--- config.mk ---
export PLATFORM = sky130hd
export DESIGN_NAME = pcw_clock_ctrl
export DESIGN_NICKNAME = d
export VERILOG_FILES = /design/src/common/pcw_pkg.sv /design/src/pcw_clk_switch.sv /design/src/pcw_clock_ctrl.sv
export SDC_FILE = /design/constraint.sdc
export NUM_CORES = 1
export LEC_CHECK = 0
export ABC_AREA = 1
export BUFFER_PORTS_ARGS = -buffer_cell sky130_fd_sc_hd__buf_2
export CAP_MARGIN = 25
export CORE_MARGIN = 1
export CORE_UTILIZATION = 45
export CTS_BUF_LIST = sky130_fd_sc_hd__clkbuf_4 sky130_fd_sc_hd__clkbuf_8 sky130_fd_sc_hd__clkbuf_16
export CTS_CLUSTER_DIAMETER = 150
export DETAILED_ROUTE_END_ITERATION = 10
export PLACE_DENSITY = 0.77
export SLEW_MARGIN = 20
export SYNTH_ARGS = -nofsm -noshare
export SYNTH_HDL_FRONTEND = slang
export SYNTH_SLANG_ARGS = --single-unit
--- constraint.sdc ---
create_clock -name aclk -period 3.5 [get_ports aclk]
set_input_delay 0.7 -clock aclk [delete_from_list [all_inputs] [get_ports aclk]]
set_output_delay 0.7 -clock aclk [all_outputs]
set_load 0.02 [all_outputs]
--- src/common/pcw_pkg.sv ---
// Constants shared by the clock control block and its glitch-free clock switch.
// Assumes a byte-addressed AXI4-Lite register port with 32-bit data.
package pcw_pkg;
  localparam int ADDR_W = 4;
  localparam logic [ADDR_W-1:0] CTRL_OFFSET = 4'h0;
  localparam logic [ADDR_W-1:0] STAT_OFFSET = 4'h4;

  // Control word fields
  localparam int SYS_SEL_BIT = 0;
  localparam int STOP_VCO_BIT = 1;
  localparam int STOP_XTAL_BIT = 2;
  localparam int OUT_SEL_LSB = 3;
  localparam int WAKE_SRC_LSB = 5;
  localparam int WAKE_POL_BIT = 7;
  localparam int DIV_LSB = 8;
  localparam logic [15:0] CTRL_RESET = 16'h0100;

  // Status word fields
  localparam int STAT_MODE_LSB = 0;
  localparam int STAT_SLEEP_BIT = 3;
  localparam int STAT_ON_PLL_BIT = 4;
  localparam int STAT_ON_PIN_BIT = 5;
  localparam int STAT_MULT_LSB = 16;

  localparam int VCO_MULT = 4;
  localparam int MULT_W = 10;
  localparam logic [MULT_W-1:0] XTAL_X2_MULT = 10'h002;
  localparam int WAKE_SRCS = 4;

  localparam logic [1:0] RESP_OKAY = 2'h0;
  localparam logic [1:0] RESP_SLVERR = 2'h2;

  typedef enum logic [1:0]
  {
    PCW_OUT_VCO = 2'b00,
    PCW_OUT_VCO_DIV2 = 2'b01,
    PCW_OUT_VCO_DIV4 = 2'b10,
    PCW_OUT_XTAL_X2 = 2'b11
  } pcw_out_sel_t;

  typedef enum logic [2:0]
  {
    PCW_MODE_DEFAULT = 3'b000,
    PCW_MODE_PLL = 3'b001,
    PCW_MODE_XTAL_DIRECT = 3'b010,
    PCW_MODE_EXT_DIRECT = 3'b011,
    PCW_MODE_DEEP_SLEEP = 3'b100,
    PCW_MODE_OTHER = 3'b111
  } pcw_mode_t;

  typedef enum logic [0:0]
  {
    PCW_ST_RUN = 1'b0,
    PCW_ST_SLEEP = 1'b1
  } pcw_state_t;
endpackage

--- src/pcw_clk_switch.sv ---
// Glitch-free selector between the clock input pin level and the PLL output level.
// Assumes both levels are synchronous to aclk and toggle no faster than aclk/2.
`timescale 1ns/1ns
module pcw_clk_switch
  import pcw_pkg::*;
(
  input wire logic aclk, // Block clock
  input wire logic aresetn, // Synchronous reset, active low
  input wire logic pin_level, // Clock input pin level
  input wire logic pll_level, // PLL output level
  input wire logic want_pll, // Request the PLL source
  input wire logic run, // Low halts the system clock
  output logic sys_clk, // Switched system clock level
  output logic on_pin, // Pin source is connected
  output logic on_pll // PLL source is connected
);
  import pcw_pkg::*;

  typedef struct packed
  {
    logic sel_pin;
    logic sel_pll;
    logic clk;
  } pcw_sw_t;

  pcw_sw_t s_reg;
  pcw_sw_t s_next;

  always_comb
  begin
    logic want_pin_l;
    logic want_pll_l;
    want_pin_l = run && !want_pll;
    want_pll_l = run && want_pll;
    s_next = s_reg;
    // A source is only connected or cut while its level is low, so no pulse is shortened
    if (s_reg.sel_pin && !want_pin_l && !pin_level)
      s_next.sel_pin = 1'b0;
    if (s_reg.sel_pll && !want_pll_l && !pll_level)
      s_next.sel_pll = 1'b0;
    if (want_pin_l && !s_reg.sel_pll && !s_reg.sel_pin && !pin_level)
      s_next.sel_pin = 1'b1;
    if (want_pll_l && !s_reg.sel_pin && !s_reg.sel_pll && !pll_level)
      s_next.sel_pll = 1'b1;
    s_next.clk = (s_next.sel_pin && pin_level) || (s_next.sel_pll && pll_level);
  end

  always_ff @(posedge aclk)
  begin
    if (!aresetn)
      s_reg <= '{sel_pin: 1'b1, sel_pll: 1'b0, clk: 1'b0};
    else
      s_reg <= s_next;
  end

  assign sys_clk = s_reg.clk;
  assign on_pin = s_reg.sel_pin;
  assign on_pll = s_reg.sel_pll;
endmodule

--- src/pcw_clock_ctrl.sv ---
// Clock mode, PLL setting and wake-up control with an AXI4-Lite register port.
// Assumes the oscillator, VCO and wake sources sit outside and are synchronous to aclk.
`timescale 1ns/1ns
module pcw_clock_ctrl
  import pcw_pkg::*;
(
  input wire logic aclk, // Block clock, 10 MHz
  input wire logic aresetn, // Synchronous reset, active low
  input wire logic [pcw_pkg::ADDR_W-1:0] awaddr, // Write address
  input wire logic awvalid, // Write address valid
  output logic awready, // Write address ready
  input wire logic [31:0] wdata, // Write data
  input wire logic [3:0] wstrb, // Write byte strobes
  input wire logic wvalid, // Write data valid
  output logic wready, // Write data ready
  output logic [1:0] bresp, // Write response
  output logic bvalid, // Write response valid
  input wire logic bready, // Write response ready
  input wire logic [pcw_pkg::ADDR_W-1:0] araddr, // Read address
  input wire logic arvalid, // Read address valid
  output logic arready, // Read address ready
  output logic [31:0] rdata, // Read data
  output logic [1:0] rresp, // Read response
  output logic rvalid, // Read data valid
  input wire logic rready, // Read data ready
  input wire logic clock_input_pin, // Crystal or external clock level
  input wire logic pll_out_level, // PLL output level
  input wire logic [pcw_pkg::WAKE_SRCS-1:0] wake_in, // Wake-up sources
  output logic xtal_enable, // Crystal oscillator runs
  output logic vco_enable, // VCO runs
  output logic [pcw_pkg::MULT_W-1:0] vco_mult, // VCO frequency over PLL input
  output logic [pcw_pkg::MULT_W-1:0] pll_out_mult, // PLL output frequency over input
  output logic [1:0] pll_out_sel, // PLL output source select
  output logic sys_clk, // System clock level
  output logic core_restart // One-cycle restart from reset vector
);
  import pcw_pkg::*;

  typedef struct packed
  {
    pcw_state_t st;
    logic [15:0] ctrl;
    logic aw_got;
    logic [ADDR_W-1:0] aw_addr;
    logic w_got;
    logic [31:0] w_data;
    logic [3:0] w_strb;
    logic bvalid;
    logic [1:0] bresp;
    logic rvalid;
    logic [31:0] rdata;
    logic [1:0] rresp;
    logic wake_prev;
    logic restart;
    logic [MULT_W-1:0] vco_mult;
    logic [MULT_W-1:0] out_mult;
  } pcw_ctl_t;

  pcw_ctl_t s_reg;
  pcw_ctl_t s_next;
  pcw_mode_t mode;
  logic deep_bits;
  logic wake_now;
  logic on_pin;
  logic on_pll;
  logic aw_have;
  logic w_have;
  logic [ADDR_W-1:0] wr_addr;
  logic [31:0] wr_data;
  logic [3:0] wr_strb;
  logic [31:0] status_word;

  assign deep_bits = s_reg.ctrl[STOP_XTAL_BIT] && s_reg.ctrl[STOP_VCO_BIT]
    && s_reg.ctrl[SYS_SEL_BIT];
  // Level of the chosen wake input compared with the programmed polarity
  assign wake_now = (wake_in[s_reg.ctrl[WAKE_SRC_LSB +: 2]]
    == s_reg.ctrl[WAKE_POL_BIT]);

  always_comb
  begin
    case ({s_reg.ctrl[STOP_XTAL_BIT], s_reg.ctrl[STOP_VCO_BIT], s_reg.ctrl[SYS_SEL_BIT]})
      3'b000: mode = PCW_MODE_DEFAULT;
      3'b001: mode = PCW_MODE_PLL;
      3'b010: mode = PCW_MODE_XTAL_DIRECT;
      3'b110: mode = PCW_MODE_EXT_DIRECT;
      3'b111: mode = PCW_MODE_DEEP_SLEEP;
      default: mode = PCW_MODE_OTHER;
    endcase
  end

  assign status_word = {6'h00, s_reg.out_mult, 10'h000, on_pin, on_pll,
    (s_reg.st == PCW_ST_SLEEP), mode};

  // Writes are refused while a response waits, which keeps one write in flight
  assign awready = !s_reg.aw_got && !s_reg.bvalid;
  assign wready = !s_reg.w_got && !s_reg.bvalid;
  assign arready = !s_reg.rvalid;
  assign aw_have = s_reg.aw_got || (awvalid && awready);
  assign w_have = s_reg.w_got || (wvalid && wready);
  assign wr_addr = s_reg.aw_got ? s_reg.aw_addr : awaddr;
  assign wr_data = s_reg.w_got ? s_reg.w_data : wdata;
  assign wr_strb = s_reg.w_got ? s_reg.w_strb : wstrb;

  always_comb
  begin
    logic [7:0] div_l;
    logic [MULT_W-1:0] vco_l;
    div_l = s_reg.ctrl[DIV_LSB +: 8];
    vco_l = MULT_W'(VCO_MULT) * MULT_W'(div_l);
    s_next = s_reg;
    s_next.restart = 1'b0;
    s_next.wake_prev = wake_now;

    // Write channel
    if (awvalid && awready)
    begin
      s_next.aw_got = 1'b1;
      s_next.aw_addr = awaddr;
    end
    if (wvalid && wready)
    begin
      s_next.w_got = 1'b1;
      s_next.w_data = wdata;
      s_next.w_strb = wstrb;
    end
    if (aw_have && w_have)
    begin
      s_next.aw_got = 1'b0;
      s_next.w_got = 1'b0;
      s_next.bvalid = 1'b1;
      if (wr_addr == CTRL_OFFSET)
      begin
        s_next.bresp = RESP_OKAY;
        if (wr_strb[0])
          s_next.ctrl[7:0] = wr_data[7:0];
        if (wr_strb[1])
          s_next.ctrl[15:8] = wr_data[15:8];
      end
      else if (wr_addr == STAT_OFFSET)
        s_next.bresp = RESP_OKAY;
      else
        s_next.bresp = RESP_SLVERR;
    end
    else if (s_reg.bvalid && bready)
      s_next.bvalid = 1'b0;

    // Read channel
    if (arvalid && arready)
    begin
      s_next.rvalid = 1'b1;
      s_next.rresp = RESP_OKAY;
      if (araddr == CTRL_OFFSET)
        s_next.rdata = {16'h0000, s_reg.ctrl};
      else if (araddr == STAT_OFFSET)
        s_next.rdata = status_word;
      else
      begin
        s_next.rdata = 32'h0000_0000;
        s_next.rresp = RESP_SLVERR;
      end
    end
    else if (s_reg.rvalid && rready)
      s_next.rvalid = 1'b0;

    // Divisor outside 1..156 is not trapped; software keeps it in range
    s_next.vco_mult = vco_l;
    case (pcw_out_sel_t'(s_reg.ctrl[OUT_SEL_LSB +: 2]))
      PCW_OUT_VCO: s_next.out_mult = vco_l;
      PCW_OUT_VCO_DIV2: s_next.out_mult = {1'b0, vco_l[MULT_W-1:1]};
      PCW_OUT_VCO_DIV4: s_next.out_mult = {2'b00, vco_l[MULT_W-1:2]};
      PCW_OUT_XTAL_X2: s_next.out_mult = XTAL_X2_MULT;
      default: s_next.out_mult = vco_l;
    endcase

    case (s_reg.st)
      PCW_ST_RUN:
      begin
        if (deep_bits)
          s_next.st = PCW_ST_SLEEP;
      end
      PCW_ST_SLEEP:
      begin
        // A level already at the active polarity does not wake; only the change does
        if (wake_now && !s_reg.wake_prev)
        begin
          s_next.st = PCW_ST_RUN;
          s_next.restart = 1'b1;
          s_next.ctrl[SYS_SEL_BIT] = 1'b0;
          s_next.ctrl[STOP_VCO_BIT] = 1'b0;
          s_next.ctrl[STOP_XTAL_BIT] = 1'b0;
        end
      end
      default: s_next.st = PCW_ST_RUN;
    endcase
  end

  always_ff @(posedge aclk)
  begin
    if (!aresetn)
    begin
      s_reg <= '0;
      s_reg.st <= PCW_ST_RUN;
      s_reg.ctrl <= CTRL_RESET;
      s_reg.vco_mult <= MULT_W'(VCO_MULT);
      s_reg.out_mult <= MULT_W'(VCO_MULT);
    end
    else
      s_reg <= s_next;
  end

  // Settling time after starting the VCO is left to software; no hardware wait here
  pcw_clk_switch u_switch
  (
    .aclk(aclk),
    .aresetn(aresetn),
    .pin_level(clock_input_pin),
    .pll_level(pll_out_level),
    .want_pll(s_reg.ctrl[SYS_SEL_BIT]),
    .run(s_reg.st == PCW_ST_RUN),
    .sys_clk(sys_clk),
    .on_pin(on_pin),
    .on_pll(on_pll)
  );

  assign xtal_enable = !s_reg.ctrl[STOP_XTAL_BIT];
  assign vco_enable = !s_reg.ctrl[STOP_VCO_BIT];
  assign vco_mult = s_reg.vco_mult;
  assign pll_out_mult = s_reg.out_mult;
  assign pll_out_sel = s_reg.ctrl[OUT_SEL_LSB +: 2];
  assign core_restart = s_reg.restart;
  assign bvalid = s_reg.bvalid;
  assign bresp = s_reg.bresp;
  assign rvalid = s_reg.rvalid;
  assign rdata = s_reg.rdata;
  assign rresp = s_reg.rresp;
endmodule

# [After elaboration in Yosys (flattened, before gate mapping)]
# Cells that the tools add are included.
[word_totals] reg_bits=104 input_bits=57 out_inout_bits=67 elab_cells=118
[op_classes] order_cmp=1 eq_ne=10 n_mux=31 n_bitwise=2 reduce_logical=52
[ops] operator="26-bit 2-to-1 mux" count=2
[ops] operator="10-bit case mux with 4 select lines" count=1
[ops] operator="1-bit logical AND" count=25
[ops] operator="16-bit 2-to-1 mux" count=1
[ops] operator="3-bit case mux with 5 select lines" count=1
[ops] operator="1-bit zero test" count=14
[ops] operator="1-bit 2-to-1 mux" count=12
[ops] operator="3-bit 2-to-1 mux" count=4
[ops] operator="2-bit 2-to-1 mux" count=5
[ops] operator="4-bit by 3-bit equality test with 1-bit output (second input constant)" count=2
[ops] operator="4-bit zero test" count=2
[ops] operator="4-bit 2-to-1 mux" count=2
[ops] operator="3-bit equality test (second input constant)" count=2
[ops] operator="3-bit AND reduction" count=2
[ops] operator="5-bit 2-to-1 mux" count=1
[ops] operator="2-bit equality test (second input constant)" count=2
[ops] operator="2-bit nonzero test" count=2
[ops] operator="3-bit by 1-bit equality test with 1-bit output (second input constant)" count=1
[ops] operator="3-bit by 2-bit equality test with 1-bit output (second input constant)" count=1
[ops] operator="3-bit zero test" count=1
[ops] operator="1-bit logical OR" count=3
[ops] operator="2-bit by 3-bit less-than comparator with 1-bit output (second input constant)" count=1
[ops] operator="1-bit binary-select mux with 2-bit select" count=1
[ops] operator="2-bit by 1-bit equality test with 1-bit output (second input constant)" count=1
[ops] operator="other kinds (6)" count=7

# [Longest topological paths before layout]
[logic_depth] ltp_word=9 mapped_depth=9 mapped_depth_nobuf=9

# [Modules after synthesis]
# From an unflattened synthesis, not the netlist that was laid out.
[hier_totals] hier_cells=573 area_unflattened_um2=4307.9
[modules_own_cells] module="pcw_clock_ctrl" instances=1 cells_each=553 area_per_inst_um2=4176.5 seq_area_each_um2=1821.7
[modules_own_cells] module="pcw_clk_switch" instances=1 cells_each=20 area_per_inst_um2=131.4 seq_area_each_um2=60.1

# [Least setup slack after synthesis]
# No wires, ideal clock.
[synth_path] path_kind="register -> output" from="reg s_reg (netlist bit bvalid)" to="out wready" arrival_ns=0.891 t_required_ns=2.800 path_slack_ns=1.909 path_stages_with_launch=2 path_buffers=0 path_cell_list="dfxtp_1 nor2_1"
[synth_between] elab_chain_len=2
[synth_rtl] item="start, declared" line_no="pcw_clock_ctrl.sv:59" text="pcw_ctl_t s_reg;"
[synth_rtl] item="start signal, assigned" line_no="pcw_clock_ctrl.sv:208" text="s_reg <= s_next;"
[synth_rtl] item="1-bit zero test" line_no="pcw_clock_ctrl.sv:96" text="assign wready = !s_reg.w_got && !s_reg.bvalid;"
[synth_rtl] item="1-bit logical AND" line_no="pcw_clock_ctrl.sv:96"
[synth_rtl] item="end, declared" line_no="pcw_clock_ctrl.sv:15" text="output logic wready,"
# Every way passes these cells.

# [Worst setup path in the final report]
[layout_path] from="reg s_reg[96] in the netlist's numbering" to="out wready"
# The elaborated chain is that of the path after synthesis.

==> metrics.log <==
[metrics] post-synth cell types: 35
[metrics] starting utilization of the core area: 0.468
[metrics] CTS sink cnt: 94
[metrics] total cell area at the placement stage: 0.00449 sq mm
[metrics] average routed wire per standard cell: 12.1 um
[metrics] capturing element type of the critical path: output pin
[metrics] Cell Count Post-Placement: 735
[metrics] number of rows in the core area: 35
[metrics] worst slew margin relative to its limit: 0.541
[metrics] Clk Latency, worst-skew pair: 0.37 ns
[metrics] sequential cell fraction of total power: 0.505
[metrics] H-tree levels: 3
[metrics] Diodes inserted: 0
[metrics] critical path class: reg -> out
[metrics] detail-routed via count per cell: 4.77
[metrics] Lkg Pwr: 0.00221 uW
[metrics] flop2flop setup slack: 1.76 ns
[metrics] Seq cells post-synth: 94
[metrics] fmax: 0.484 GHz
[metrics] met3 global-route usage: 0.0501
[metrics] final instance area: 0.00472 sq mm
[metrics] Data arrival, critical path: 1.37 ns
[metrics] Synth-to-Final Area Change: 8.64%
[metrics] Root Buffer: clkbuf_8
[metrics] number of max-capacitance violations reported: 0
[metrics] post_cts resized: 0
[metrics] Filler Cells Inserted: 916
[metrics] number of antenna violations at the first check in global routing: 0
[metrics] GP Congestion: 0.869
[metrics] total number of yosys warnings: 0
[metrics] shortest clock period the worst path allows after layout: 2.07 ns
[metrics] worst supply voltage drop on vdd: 189 uV
[metrics] slew at the pin closest to its max-slew limit: 0.686 ns
[metrics] commonest cells after routing, fill and taps aside: nand2_1, buf_2, dfxtp_1
[metrics] Period Utilization, post-route: 0.590
[metrics] clock tree from TritonCTS: built
[metrics] area enclosed by the die boundary: 0.0101 sq mm
[metrics] count of buffers inserted at the top-level ports: 95
[metrics] hold-fix buffer count after cts: 0
[metrics] CTS max path bufs: 2
[metrics] core occupancy in the finished layout: 0.508
[metrics] Mapped Area: 0.00434 sq mm
[metrics] vias in the first global route: 3384
[metrics] Hold Fails Final Rpt: 0
[metrics] Reg clk slew, reported paths: 0.09 ns
[metrics] switching pwr: 636 uW
[metrics] CP Launch Type: flop
[metrics] run status: completed
[metrics] number of buffers created by CTS: 9
[metrics] first-pass GRT wire length: 15400 um
[metrics] residual DRC count: 0
[metrics] power per unit of standard cell area: 480 mW/mm^2
[metrics] leading cell type in the layout, fill and taps excluded: nand2_1
[metrics] NumNets Final: 674
[metrics] Max Slew Vio Count: 0
[metrics] switching power share of the total: 0.281
[metrics] post-DP HPWL: 6690 um
[metrics] share of the yosys chip area belonging to registers: 0.433
[metrics] met2 track demand over resource in global routing: 0.323
[metrics] Starting DRT DRC Count: 109
[metrics] total length of routed wires: 9080 um
[metrics] final global-route overflow total: 0
[metrics] post-layout instance count excluding filler cells: 751
[metrics] cell count after synthesis: 575
[metrics] largest fanout on the critical path: 23
[metrics] All-Layer GR Usage: 0.193
[metrics] Top Usage Layer GRT: met2
[metrics] vertical extent of the die: 100 um
[metrics] via count: 3584
[metrics] Req. time, crit path: 2.80 ns
[metrics] flip-flop count of the largest register after layout: 40
[metrics] worst min path class: reg -> reg
[metrics] final setup violation count: 0
[metrics] number of nets with antenna violations after routing: 0
[metrics] syn avg cell area: 7.56 sq um
[metrics] Std-Cell Core Area: 0.00928 sq mm
[metrics] Setup Fix Bufs, Post-CTS: 0
[metrics] post-route setup TNS: 0 ns
[metrics] internal power component: 1630 uW
[metrics] die outline width: 100 um
[metrics] combinational share of power: 0.138
[metrics] fraction of layout instances using a drive strength above 1: 0.212
[metrics] maximum number of pins on one net before global-route repair: 55
[metrics] met1 global-route usage: 0.235
[metrics] setup skew after layout: 0.0128 ns
[metrics] unrepaired setup endpoints after global routing: no
[metrics] first-pass iteration count of the detailed router: 4
[metrics] share of total power in the clock network: 0.356
[metrics] number of I/O pins: 124
-- cell families after synthesis --
family,count (synthesis),synth area share
muxes,12,0.0277
AOI/OAI and AO/OA,95,0.122
DFF,94,0.433
buffers and inverters,134,0.177
and+or+nand+nor,239,0.239
other,1,0.000863
-- final timing paths --
path / start / end / cells past startpoint
max: s_reg[96]$_SDFFE_PP0P_ / wready / 3
min: pll_out_mult[9]$_SDFF_PN0_ / rdata[25]$_SDFFE_PN0P_ / 2
max reg2reg: rvalid$_SDFFE_PN0P_ / rdata[21]$_SDFFE_PN0P_ / 5
min reg2reg: pll_out_mult[9]$_SDFF_PN0_ / rdata[25]$_SDFFE_PN0P_ / 2
-- routing by layer --
metal | vias to the layer above | share of wire
met5 | - | 0
met4 | 0 | 0.013
met3 | 12 | 0.054
met2 | 120 | 0.47
met1 | 1604 | 0.47
li1 | 1848 | -
-- metrics by stage --
stage	setup WS [ns]	hold WS (ns)	total power (uW)
final	1.43	0.460	2270
after global routing	1.31	0.488	2380
after CTS	1.42	0.460	2280
after detailed placement	1.30	0.445	1480
after global placement	1.36	0.441	1470
after floorplan	1.91	0.429	1430
-- worst max-delay path, cell delays in order (launching register included) --
cell,delay (ns)
dfxtp_1,0.31
buf_4,0.22
nor2_1,0.24
buf_2,0.22
-- power groups by stage --
stage               logic (uW)  clock network (uW)  registers, uW
finish                     314                 808           1140
detailed placement         313                   0           1170
global placement           304                   0           1170
CTS                        314                 822           1140
floorplan                  259                   0           1170
global route               354                 872           1150
-- cells in the mapped netlist --
master | number | area, sq um
o221ai_1 | 1 | 8.76
o211ai_1 | 3 | 22.5
nor3b_1 | 1 | 7.51
o21ai_0 | 43 | 215
nand2_1 | 103 | 387
buf_6 | 5 | 56.3
o21ai_2 | 2 | 17.5
buf_1 | 2 | 7.51
nor2_2 | 1 | 6.26
inv_2 | 2 | 7.51
nor2_4 | 4 | 45.0
o21bai_4 | 1 | 18.8
nand3_1 | 37 | 185
nand3_2 | 1 | 10.0
buf_2 | 3 | 15.0
buf_4 | 58 | 435
o22ai_1 | 5 | 31.3
inv_6 | 1 | 8.76
inv_1 | 54 | 203
a2111oi_0 | 1 | 8.76
mux2i_1 | 12 | 120
clkinv_1 | 1 | 3.75
nor2_1 | 83 | 312
o21a_1 | 1 | 7.51
nand2_2 | 1 | 6.26
nand2_4 | 2 | 22.5
nor2_8 | 1 | 20.0
nor3_4 | 1 | 16.3
nand3b_1 | 1 | 7.51
clkbuf_1 | 8 | 30.0
o21ai_4 | 1 | 16.3
a21oi_1 | 37 | 185
nor3_1 | 3 | 15.0
dfxtp_1 | 94 | 1880
conb_1 | 1 | 3.75
-- layout make-up --
type	instances	area, sq um	area share
inverters	58	223	0.0472
clock inverters	7	103	0.0217
multi-input cells	356	1730	0.366
repair buffers	98	498	0.106
clock buffers	9	124	0.0262
flip-flops and latches	94	1880	0.399
well taps	129	161	0.0342
No activity file was read; power rests on OpenSTA's default activity.
